[src/rtl/sarhc_pkg.sv]
// Shared constants for the converter host controller.
// Assumes a 200 MHz clock on the controller side.
package sarhc_pkg;
  // Clock period in picoseconds.
  localparam int unsigned CLK_PS = 5000;
  // Wait after leaving light sleep, ns.
  localparam int unsigned LIGHT_WAKE_NS = 300;
  localparam int unsigned LIGHT_WAKE_CYC = (LIGHT_WAKE_NS * 1000 + CLK_PS - 1) / CLK_PS;
  // Wait after leaving deep sleep with the internal reference, ms.
  localparam int unsigned DEEP_INT_MS = 500;
  localparam int unsigned DEEP_INT_CYC = (DEEP_INT_MS * 1000 * 1000) / 5 + 0;
  // Wait after leaving deep sleep with an external reference, us.
  localparam int unsigned DEEP_EXT_US = 80;
  localparam int unsigned DEEP_EXT_CYC = (DEEP_EXT_US * 1000 * 1000 + CLK_PS - 1) / CLK_PS;
  // Conversion time, ns, and the longest time busy may stay low.
  localparam int unsigned CONV_NS = 300;
  localparam int unsigned CONV_CYC = (CONV_NS * 1000 + CLK_PS - 1) / CLK_PS;
  // Start pulse low width, quiet gap, bus access widths and conversion timeout in cycles.
  localparam int unsigned START_LOW_CYC = 4;
  localparam int unsigned QUIET_CYC = 4;
  localparam int unsigned STROBE_CYC = 4;
  localparam int unsigned TIMEOUT_CYC = 2 * CONV_CYC + 16;
  // Register offsets of the controller's own register port.
  localparam logic [3:0] REG_CTRL = 4'h0;
  localparam logic [3:0] REG_STATUS = 4'h1;
  localparam logic [3:0] REG_OFFSET = 4'h2;
  localparam logic [3:0] REG_RESULT = 4'h3;
  localparam logic [3:0] REG_COUNT = 4'h4;
  // Control register field positions.
  localparam int unsigned CTRL_START = 0;
  localparam int unsigned CTRL_LIGHT = 1;
  localparam int unsigned CTRL_DEEP = 2;
  localparam int unsigned CTRL_SAT = 3;
  localparam int unsigned CTRL_DEFER = 4;
  localparam int unsigned CTRL_EXTREF = 5;
  localparam int unsigned CTRL_WROFS = 6;
  // Reset values.
  localparam logic [5:0] CTRL_RESET = 6'h28;
  localparam logic [11:0] OFFSET_RESET = 12'h000;
  // Legal offset limits.
  localparam int OFFSET_MIN = -1310;
  localparam int OFFSET_MAX = 1310;
endpackage

[src/rtl/sarhc_ctrl.sv]
// Host controller that drives a 14-bit converter through its parallel pins.
// Assumes one 200 MHz clock and a software register port with reads of one cycle latency.
// Functional notes
// - Sleep selects drive light or deep sleep.
// - Wait 300 ns after light sleep.
// - Light sleep only with external reference.
// - Internal reference: wait 500 ms after deep.
// - External reference: wait 80 us after deep.
// - Offset writes limited to plus-minus 1310.
// - Offset in low 12 bits, top zero.
// - Mode straps 01 immediate, 10 deferred.
// - Never read during conversion.
// - Leave a quiet gap before converting.
// - Start falling edge begins conversion.
// - Offset is two's complement.
//
// Decided for this implementation: the address map and the strobed register port.
`timescale 1ns/1ps
`default_nettype none
module sarhc_ctrl #(
  parameter int unsigned DEEP_INT_WAIT = sarhc_pkg::DEEP_INT_CYC,
  parameter int unsigned DEEP_EXT_WAIT = sarhc_pkg::DEEP_EXT_CYC
) (
  // Clock and reset.
  input wire logic clk_in,
  input wire logic resetn_in,
  // Software register port.
  input wire logic [3:0] reg_addr_in,
  input wire logic [31:0] reg_wdata_in,
  input wire logic reg_wr_in,
  input wire logic reg_rd_in,
  output logic [31:0] reg_rdata_out,
  // Converter control pins.
  output logic sample_start_n_out,
  input wire logic busy_n_in,
  output logic chip_select_n_out,
  output logic read_strobe_n_out,
  output logic write_strobe_n_out,
  output logic light_sleep_select_out,
  output logic deep_sleep_select_out,
  output logic saturate_enable_out,
  output logic iface_sel_hi_out,
  output logic iface_sel_lo_out,
  // Converter two-way data bus.
  input wire logic [14:0] data_bus_in,
  output logic [14:0] data_bus_out,
  output logic data_bus_oe_out
);
  typedef enum logic [6:0] {
    ST_IDLE  = 7'b000_0001,
    ST_WAKE  = 7'b000_0010,
    ST_START = 7'b000_0100,
    ST_CONV  = 7'b000_1000,
    ST_READ  = 7'b001_0000,
    ST_WRITE = 7'b010_0000,
    ST_QUIET = 7'b100_0000
  } sarhc_state_t;

  sarhc_state_t state;
  logic [5:0] ctrl;
  logic [11:0] offset;
  logic [14:0] result;
  logic [15:0] count;
  logic early;
  logic timeout;
  logic pend_start;
  logic pend_write;
  logic [31:0] wait_cnt;
  logic [31:0] wake_cnt;
  logic [7:0] step_cnt;
  logic busy_n;
  logic busy_d;
  logic light_q;
  logic deep_q;

  // Busy comes from the converter's own oscillator domain.
  sarhc_sync #(
    .WIDTH(1)
  ) u_busy_sync (
    .clk_in(clk_in),
    .resetn_in(resetn_in),
    .pin_in(busy_n_in),
    .clean_out(busy_n)
  );

  function automatic logic offset_ok(input logic [11:0] v);
    int sv;
    sv = int'(signed'(v));
    return (sv >= sarhc_pkg::OFFSET_MIN) && (sv <= sarhc_pkg::OFFSET_MAX);
  endfunction

  // Control register; light sleep is refused without an external reference.
  always_ff @(posedge clk_in) begin
    if (!resetn_in) begin
      ctrl <= sarhc_pkg::CTRL_RESET;
    end else if (reg_wr_in && reg_addr_in == sarhc_pkg::REG_CTRL) begin
      ctrl <= reg_wdata_in[5:0];
      ctrl[sarhc_pkg::CTRL_LIGHT] <= reg_wdata_in[sarhc_pkg::CTRL_LIGHT] &&
                                     reg_wdata_in[sarhc_pkg::CTRL_EXTREF];
    end
  end

  // Offset shadow; out-of-range values are dropped so the device never sees them.
  always_ff @(posedge clk_in) begin
    if (!resetn_in) begin
      offset <= sarhc_pkg::OFFSET_RESET;
    end else if (reg_wr_in && reg_addr_in == sarhc_pkg::REG_OFFSET &&
                 offset_ok(reg_wdata_in[11:0])) begin
      offset <= reg_wdata_in[11:0];
    end
  end

  // Pending requests; a new request in ST_START or ST_WRITE is kept only if it lands in the last cycle.
  always_ff @(posedge clk_in) begin
    if (!resetn_in) begin
      pend_start <= 1'b0;
      pend_write <= 1'b0;
    end else begin
      if (reg_wr_in && reg_addr_in == sarhc_pkg::REG_CTRL &&
          reg_wdata_in[sarhc_pkg::CTRL_START]) begin
        pend_start <= 1'b1;
      end else if (state == ST_START) begin
        pend_start <= 1'b0;
      end
      if (reg_wr_in && reg_addr_in == sarhc_pkg::REG_OFFSET &&
          offset_ok(reg_wdata_in[11:0])) begin
        pend_write <= 1'b1;
      end else if (state == ST_WRITE) begin
        pend_write <= 1'b0;
      end
    end
  end

  // Sleep pins follow the control bits; exits load the wake-up wait.
  always_ff @(posedge clk_in) begin
    if (!resetn_in) begin
      light_q <= 1'b0;
      deep_q <= 1'b0;
      wake_cnt <= 32'h0000_0000;
    end else begin
      light_q <= ctrl[sarhc_pkg::CTRL_LIGHT];
      deep_q <= ctrl[sarhc_pkg::CTRL_DEEP];
      if (deep_q && !ctrl[sarhc_pkg::CTRL_DEEP]) begin
        wake_cnt <= ctrl[sarhc_pkg::CTRL_EXTREF] ? DEEP_EXT_WAIT : DEEP_INT_WAIT;
      end else if (light_q && !ctrl[sarhc_pkg::CTRL_LIGHT]) begin
        wake_cnt <= sarhc_pkg::LIGHT_WAKE_CYC;
      end else if (wake_cnt != 32'h0000_0000) begin
        wake_cnt <= wake_cnt - 32'h0000_0001;
      end
    end
  end

  assign light_sleep_select_out = light_q;
  assign deep_sleep_select_out = deep_q;
  assign saturate_enable_out = ctrl[sarhc_pkg::CTRL_SAT];
  assign iface_sel_hi_out = ctrl[sarhc_pkg::CTRL_DEFER];
  assign iface_sel_lo_out = !ctrl[sarhc_pkg::CTRL_DEFER];

  // Busy edge detect on the settled copy.
  always_ff @(posedge clk_in) begin
    if (!resetn_in) begin
      busy_d <= 1'b1;
    end else begin
      busy_d <= busy_n;
    end
  end

  // Sequencer: wake wait, start pulse, conversion, readout, quiet gap.
  always_ff @(posedge clk_in) begin
    if (!resetn_in) begin
      state <= ST_IDLE;
      step_cnt <= 8'h00;
      wait_cnt <= 32'h0000_0000;
      early <= 1'b0;
      timeout <= 1'b0;
    end else begin
      case (state)
        ST_IDLE: begin
          step_cnt <= 8'h00;
          if (pend_write) begin
            state <= ST_WRITE;
          end else if (pend_start && !light_q && !deep_q) begin
            state <= ST_WAKE;
          end
        end
        ST_WAKE: begin
          if (wake_cnt == 32'h0000_0000 && !light_q && !deep_q &&
              !ctrl[sarhc_pkg::CTRL_LIGHT] && !ctrl[sarhc_pkg::CTRL_DEEP]) begin
            state <= ST_START;
          end
        end
        ST_START: begin
          early <= (wake_cnt != 32'h0000_0000) || light_q || deep_q;
          step_cnt <= step_cnt + 8'h01;
          if (step_cnt == 8'(sarhc_pkg::START_LOW_CYC - 1)) begin
            state <= ST_CONV;
            step_cnt <= 8'h00;
            wait_cnt <= 32'h0000_0000;
          end
        end
        ST_CONV: begin
          wait_cnt <= wait_cnt + 32'h0000_0001;
          timeout <= 1'b0;
          if (busy_n && !busy_d) begin
            state <= ST_READ;
          end else if (wait_cnt == 32'(sarhc_pkg::TIMEOUT_CYC)) begin
            timeout <= 1'b1;
            state <= ST_QUIET;
          end
        end
        ST_READ, ST_WRITE: begin
          step_cnt <= step_cnt + 8'h01;
          if (step_cnt == 8'(sarhc_pkg::STROBE_CYC - 1)) begin
            state <= ST_QUIET;
            step_cnt <= 8'h00;
          end
        end
        ST_QUIET: begin
          step_cnt <= step_cnt + 8'h01;
          if (step_cnt == 8'(sarhc_pkg::QUIET_CYC - 1)) begin
            state <= ST_IDLE;
            step_cnt <= 8'h00;
          end
        end
        default: begin
          state <= ST_IDLE;
        end
      endcase
    end
  end

  // Captured result; the converter presents it as received.
  always_ff @(posedge clk_in) begin
    if (!resetn_in) begin
      result <= 15'h0000;
      count <= 16'h0000;
    end else if (state == ST_READ && step_cnt == 8'(sarhc_pkg::STROBE_CYC - 1)) begin
      result <= data_bus_in;
      count <= count + 16'h0001;
    end
  end

  // Pin drive; the bus is released whenever the host is not writing.
  assign sample_start_n_out = (state != ST_START);
  assign chip_select_n_out = !(state == ST_READ || state == ST_WRITE);
  assign read_strobe_n_out = (state != ST_READ);
  assign write_strobe_n_out = (state != ST_WRITE);
  assign data_bus_oe_out = (state == ST_WRITE);
  assign data_bus_out = {3'b000, offset};

  // Register reads, one cycle later; unmapped offsets read zero.
  always_ff @(posedge clk_in) begin
    if (!resetn_in) begin
      reg_rdata_out <= 32'h0000_0000;
    end else if (!reg_rd_in) begin
      reg_rdata_out <= 32'h0000_0000;
    end else if (reg_addr_in == sarhc_pkg::REG_CTRL) begin
      reg_rdata_out <= {26'h000_0000, ctrl};
    end else if (reg_addr_in == sarhc_pkg::REG_STATUS) begin
      reg_rdata_out <= {26'h000_0000, timeout, early, pend_write, pend_start,
                        (wake_cnt != 32'h0000_0000), (state != ST_IDLE)};
    end else if (reg_addr_in == sarhc_pkg::REG_OFFSET) begin
      reg_rdata_out <= {20'h0_0000, offset};
    end else if (reg_addr_in == sarhc_pkg::REG_RESULT) begin
      reg_rdata_out <= {17'h0_0000, result};
    end else if (reg_addr_in == sarhc_pkg::REG_COUNT) begin
      reg_rdata_out <= {16'h0000, count};
    end else begin
      reg_rdata_out <= 32'h0000_0000;
    end
  end

  start_width_a: assert property (@(posedge clk_in) disable iff (!resetn_in)
    $fell(sample_start_n_out) |-> !sample_start_n_out [*4] ##1 sample_start_n_out)
    else $error("start pulse width wrong");
  bus_drive_a: assert property (@(posedge clk_in) disable iff (!resetn_in)
    data_bus_oe_out |-> !write_strobe_n_out && !chip_select_n_out && read_strobe_n_out)
    else $error("bus driven outside write");
  read_guard_a: assert property (@(posedge clk_in) disable iff (!resetn_in)
    !read_strobe_n_out |-> $past(busy_n) && sample_start_n_out)
    else $error("read during conversion");
  word_shape_a: assert property (@(posedge clk_in) disable iff (!resetn_in)
    data_bus_oe_out |-> data_bus_out[14:12] == 3'b000) else $error("offset upper bits set");
  strap_ok_a: assert property (@(posedge clk_in) disable iff (!resetn_in)
    iface_sel_hi_out != iface_sel_lo_out) else $error("illegal mode strap");
  light_ref_a: assert property (@(posedge clk_in) disable iff (!resetn_in)
    light_sleep_select_out |-> $past(ctrl[sarhc_pkg::CTRL_EXTREF]))
    else $error("light sleep on internal ref");
  quiet_gap_a: assert property (@(posedge clk_in) disable iff (!resetn_in)
    $rose(read_strobe_n_out) |-> sample_start_n_out [*4]) else $error("quiet gap too short");
  offset_reset_a: assert property (@(posedge clk_in) !resetn_in |=> offset == 12'h000)
    else $error("offset not zero after reset");
endmodule
`default_nettype wire

[src/rtl/sarhc_sync.sv]
// Three-stage pin synchroniser with agreement of the last two stages.
// Assumes the input is asynchronous to clk_in.
`timescale 1ns/1ps
`default_nettype none
module sarhc_sync #(
  parameter int WIDTH = 1
) (
  // Clock and reset.
  input wire logic clk_in,
  input wire logic resetn_in,
  // Pin side and clean side.
  input wire logic [WIDTH-1:0] pin_in,
  output logic [WIDTH-1:0] clean_out
);
  logic [WIDTH-1:0] s1;
  logic [WIDTH-1:0] s2;
  logic [WIDTH-1:0] s3;

  // The first stage feeds only the second, to contain metastability.
  always_ff @(posedge clk_in) begin
    if (!resetn_in) begin
      s1 <= '1;
      s2 <= '1;
      s3 <= '1;
    end else begin
      s1 <= pin_in;
      s2 <= s1;
      s3 <= s2;
    end
  end

  // A change is accepted once two settled stages agree.
  always_ff @(posedge clk_in) begin
    if (!resetn_in) begin
      clean_out <= '1;
    end else if (s2 == s3) begin
      clean_out <= s3;
    end
  end
endmodule
`default_nettype wire

[config.mk]
export PLATFORM = sky130hd
export DESIGN_NAME = sarhc_ctrl
export DESIGN_NICKNAME = d
export VERILOG_FILES = /design/src/rtl/sarhc_pkg.sv /design/src/rtl/sarhc_ctrl.sv /design/src/rtl/sarhc_sync.sv
export SDC_FILE = /design/constraint.sdc
export NUM_CORES = 1
export LEC_CHECK = 0
export BUFFER_PORTS_ARGS = -buffer_cell sky130_fd_sc_hd__clkbuf_2
export CAP_MARGIN = 15
export CELL_PAD_IN_SITES_DETAIL_PLACEMENT = 0
export CELL_PAD_IN_SITES_GLOBAL_PLACEMENT = 2
export CORE_AREA = 2 2 152 154
export DETAILED_ROUTE_END_ITERATION = 8
export DIE_AREA = 0 0 154 156
export PLACE_DENSITY_LB_ADDON = 0.1
export SLEW_MARGIN = 20
export SYNTH_ARGS = -nofsm -noshare
export SYNTH_HDL_FRONTEND = slang
export SYNTH_SLANG_ARGS = --single-unit
export TNS_END_PERCENT = 100
[constraint.sdc]
create_clock -name clk_in -period 2.6 [get_ports clk_in]
set_input_delay 0.52 -clock clk_in [delete_from_list [all_inputs] [get_ports clk_in]]
set_output_delay 0.52 -clock clk_in [all_outputs]
set_load 0.01 [all_outputs]
Word level (Yosys, flattened, before mapping)
Cells that the tools add are included.

Word-level logic and storage cells: 128. Bits in registers: 171. RAM bits: 0. Memory bits (read-only): 0. Output and inout bits: 57. Latch bits: 0. Memories: 0. Input bits: 56.

Bitwise logic cells: 3. Shifts and indexed selects: 0. $lt $le $gt $ge: 2. Div/mod/pow operators: 0. Muxes and demuxes: 28. $mul: 0. Equal/unequal tests: 24. Add/sub/neg operators: 4. Reduce and logical (&&, ||, !) cells: 43.

Operator list (count): $mux W32 (4); $pmux W32 S2 (1); $mux W7 (8); $pmux W7 S6 (1); $add A32 B1 Y32 const B (1); $eq A32 B8 Y1 const B (1); $logic_not A32 Y1 (1); $reduce_bool A32 Y1 (1); $sub A32 B1 Y32 const B (1); $mux W15 (2); $mux W27 (1); $add A16 B1 Y16 const B (1); $logic_and A1 B1 Y1 (16); $pmux W8 S2 (1); $ge A12 B12 Y1 const B (1); $le A12 B12 Y1 const B (1); $mux W12 (1); $mux W6 (2); $add A8 B1 Y8 const B (1); $eq A4 B2 Y1 const B (2); $eq A8 B2 Y1 const B (1); $mux W8 (1); $reduce_bool A2 Y1 (4); $reduce_or A4 Y1 (2); other kinds (29) (48).

Logic depth before layout (Yosys ltp)
Word-level depth: 7. Mapped depth: 9.

Hierarchy
From an unflattened synthesis, not the netlist that was laid out.

Cells, all modules: 929. Area, all modules: 7516.0 µm².

By module, submodules not included: sarhc_ctrl (area each 7403.4 µm², cells an instance 919, times used 1); sarhc_sync (area each 112.6 µm², cells an instance 10, times used 1).

Worst setup path after synthesis
OpenSTA, ideal clock, no wires.

Path kind: input port to flip-flop. From: in reg_wdata_in[2]. To: reg offset[0]. Buffers on the path: 1. Arrival time: 2110 ps. Required time: 2469 ps. Path slack: 359 ps. Stages on the path: 6. Library setup time: 131 ps. Cell sequence: or4_1 -> a41o_1 -> a211o_1 -> o311ai_1 -> clkbuf_1 -> o21ai_0.

Word-level cells in the longest chain between the ends: 3. Elaborated cells on any way between the ends: 4.

Ends and longest elaborated chain: start: declaration (line sarhc_ctrl.sv:29) `input wire logic [31:0] reg_wdata_in,`; $ge A12 B12 Y1 or $le A12 B12 Y1 (tied branches) (line sarhc_ctrl.sv:89) `return (sv >= sarhc_pkg::OFFSET_MIN) && (sv <= sarhc_pkg::OFFSET_MAX);`; $logic_and A1 B1 Y1 * (line sarhc_ctrl.sv:89); $logic_and A1 B1 Y1 * (line sarhc_ctrl.sv:107) `end else if (reg_wr_in && reg_addr_in == sarhc_pkg::REG_OFFSET &&`; end signal: assignment (line sarhc_ctrl.sv:106) `offset <= sarhc_pkg::OFFSET_RESET;`; end signal: assignment (line sarhc_ctrl.sv:109) `offset <= reg_wdata_in[11:0];`; end: declaration (line sarhc_ctrl.sv:61) `logic [11:0] offset;`.

Mark *: on every way between the ends. The rest lies on a longest branch, timed or not. A chain may end at the register's enable or synchronous reset.

Final worst setup path
From: reg state[0]. To: out read_strobe_n_out.

Word-level cells in the longest chain between the ends: 1.

Ends and longest elaborated chain: start: declaration (line sarhc_ctrl.sv:59) `sarhc_state_t state;`; start signal: assignment (line sarhc_ctrl.sv:171) `state <= ST_IDLE;`; start signal: assignment (line sarhc_ctrl.sv:181) `state <= ST_WRITE;`; start signal: assignment (line sarhc_ctrl.sv:183) `state <= ST_WAKE;`; $ne A7 B5 Y1 (line sarhc_ctrl.sv:246) `assign read_strobe_n_out = (state != ST_READ);`; end: declaration (line sarhc_ctrl.sv:37) `output logic read_strobe_n_out,`.

Every way passes these cells.

==> summary.txt <==
Status
  • Status: finished clean

Logic synthesis
  • YS warnings: 0
  • Post-synthesis sequential area ratio: between 40% and 50%
  • Post-Synthesis Cell Area: roughly 7500 um^2
  • Post-synth ARST share: 0%
  • Predominant post-synthesis flop cell: dfxtp_1
  • Netlist cell types: 70
  • Avg Cell Area, Syn: between 8 and 9 um^2
  • Count of state elements after synthesis: between 150 and 200
  • Cells after Synth: 929
  • EDFF count, synth: 0

Floorplan
  • Core Rows: between 50 and 60
  • Die Y: ~160 um
  • Io pins: 113
  • Die area: between 20000 and 25000 um^2
  • Starting Density: 33.7%
  • Die outline width: 154 um
  • Core ar.: 22400 um^2

Worst hold path
  • Worst Hold Launch: busy_n_in
  • Hold Path Depth: 2
  • Class of the worst hold path: input port to flip-flop
  • Hold Path Sink: u_busy_sync.s1

Setup path
  • Worst Setup End Kind: primary output
  • Flop-to-flop setup slack: 0.17 ns
  • Worst Path Max Fanout: 7
  • Crit Path Class: flip-flop to primary output
  • WP data required: around 2.1 ns
  • R2r worst-path depth: 8
  • Critical R2R Launch: wake_cnt[12]
  • Reg2reg end: state[2]
  • Startpoint types: flip-flop
  • Critical path arrival: 1.97 ns

STA
  • Final Hold Viols: 0
  • RSZ-0062 raised after global routing: no
  • Final period util: 95.7%
  • Max Slew Vio Count: 0
  • Worst-Margin Slew: 0.721 ns
  • Relative slew margins: ~52%
  • Min Tclk post-route: approximately 2.5 ns
  • FMAX: slightly above 400 MHz
  • Worst Skew: ~0.011 ns
  • Setup ws final: ~0.11 ns
  • # setup viols final: 0
  • Setup TNS: 0 ns

Power
  • Seq pwr share: between 30% and 40%
  • Clk network pwr share: between 30% and 40%
  • Power Dens Cells: between 800 and 900 nW/um^2
  • NetSw: about 2.8 mW
  • Gate power share: 32.4%
  • Lkg Pwr: 3.49 nW
  • Pint: around 5.2 mW
  • Switch share: between 30% and 40%
  • Power, Total: between 8 and 9 mW
  • VDD IR max: 0.000428 V

Clock network
  • Clock buffer depth: 2
  • Clk_lat worst skew: between 0.4 and 0.5 ns
  • Num CTS Buffers: 17
  • Root Buffer: clkbuf_16
  • Clock tree from TritonCTS: done
  • Clk pin slew, worst setup/hold paths: roughly 0.060 ns
  • Htree depth: 4
  • Clock Sinks: approximately 160

Final layout
  • Nets: ~1100
  • Final core utilization: between 40 and 50%
  • Layout cell share with drive strength beyond 1: about 20%
  • Ant diodes: 0
  • Fillers: around 2400
  • Area delta synth->final: 20.0%

Global routing
  • Vias in the first global route: between 6000 and 7000
  • Gr ovfl total: 0
  • GRT Total Usage: about a fifth
  • Largest net degree at the start of global routing: between 40 and 50
  • Initial antenna violation count: 0
  • First-pass GRT wire length: around 36000 um

Detailed routing
  • Total wire length: 22300 um
  • Post-route ant nets: 0
  • DRT Pass-1 Iters: 5
  • Wire per inst: approximately 17 um
  • DRC Markers: 0
  • Initial DRC Count: 310
  • Vias per Instance: roughly 5.2
  • Vias: a little under 7000

Placed design
  • PortBufs: 73
  • Worst slack, placed: 0.179 ns
  • Detailed placement HPWL: about 16000 um
  • Routability cong.: about 0.80

Job
  • Max-Cap Viols: 0
-- registers in the layout, summed over array words and instances, names as in the netlist, 6 cells and up --
signal / flops
count: 16
reg_rdata_out: 16
offset: 12
ctrl: 6
state: 7
step_cnt: 8
result: 15
wake_cnt: 32
wait_cnt: 32
-- cells in the final DEF, fill, tap and decap left out, types with 11 or more instances in the layout --
cell       instances
xor2_1            20
and3_1            13
inv_1             14
a21oi_1           83
buf_4             53
nor2_1            85
or3_1             15
dfxtp_1          154
or2_2             12
nand4_1           23
clkbuf_2          73
nand3_1           51
conb_1            19
o21ai_0           48
nor4_1            17
nor3_1            34
nand2b_1          13
a22oi_1           11
clkbuf_16         18
nand2_1          122
-- through the flow --
step,hold WS (ns),cells,instance area (um^2)
after floorplan,0.386,947,7600
after global placement,0.399,1292,8400
after detailed placement,0.403,1292,8400
after CTS,0.282,1324,8990
after global routing,0.297,1327,9030
final,0.298,1327,9030
-- layer usage --
layer	part of all wire, %	global-route usage, %
met5	0	0
met3	2.4	2.86
met1	49	25.5
met4	0.80	5.43
met2	48	31.8
-- cell usage after synthesis, drive strengths merged (5+ instances only) --
cell type / number / area share [%]
nor2: 86 / 4.3
a31oi: 9 / 0.75
and3: 13 / 1.1
nor4: 21 / 2.2
nor3: 34 / 2.3
ha: 6 / 1.0
dfxtp: 155 / 41
nor4b: 6 / 0.70
xnor2: 8 / 0.93
and4: 6 / 0.70
nor2b: 8 / 0.66
inv: 15 / 0.75
o211ai: 7 / 0.70
o21a: 5 / 0.50
nand4: 23 / 1.9
nand3: 53 / 3.8
or4: 5 / 0.50
or3: 16 / 1.4
clkbuf: 36 / 1.8
mux2: 10 / 1.5
nand2: 123 / 6.2
or2: 13 / 1.1
a21oi: 83 / 5.5
o21ai: 49 / 3.3
xor2: 20 / 2.3
buf: 29 / 2.7
a22oi: 11 / 1.1
and2: 10 / 0.83
nand2b: 13 / 1.1
-- logic make-up after synthesis --
family          synth area share (%)
flops                           41.2
buf+inv                         5.28
mux                             3.22
xor+xnor                        3.26
fa+ha+maj                      0.997
simple gates                    30.2
other cells                   0.0498
compound gates                  15.8
-- final cells by class --
cell class	instances	area [um^2]	share of cell area [%]
clock buffers	17	425	4.71
flip-flops and latches	155	3100	34.4
inverters	15	56.3	0.623
clock inverters	15	163	1.80
repair buffers	128	808	8.95
multi-input cells	712	4120	45.6
well taps	285	357	3.95
-- worst max-delay path, stage by stage (launching register included) --
cell	delay (ns)
dfxtp_1	0.36
or4_1	0.56
nor3b_1	0.28
buf_4	0.17
inv_1	0.05
clkbuf_2	0.12
-- what timing repair did --
action / in CTS / in global routing
buffers inserted: 0 / 2
hold endpoints to repair: 0 / 0
hold buffers: 0 / 0
resized for setup: 0 / 3
endpoints found under the setup margin: 0 / 1
-- power by group through the flow --
stage / Sequential [mW] / Clock, mW / Combinational (mW)
after floorplan: 2.87 / 0 / 1.70
after global placement: 2.93 / 0 / 2.60
after detailed placement: 2.92 / 0 / 2.59
after CTS: 2.87 / 2.62 / 2.61
after global routing: 2.91 / 2.72 / 2.90
final: 2.88 / 2.55 / 2.60
-- worst max-delay path by stage --
stage,from,end,slack (ns),cells after the start
2_1_floorplan,reg_wdata_in[2],offset[0],0.36,6
3_3_place_gp,wake_cnt[12],state[0],0.20,8
3_5_place_dp,step_cnt[0],count[9],0.18,8
4_1_cts,state[0],read_strobe_n_out,0.12,5
5_1_grt,step_cnt[1],wait_cnt[4],0.01,9
6_report,state[0],read_strobe_n_out,0.11,5
Power figures use the tool's default switching activity.
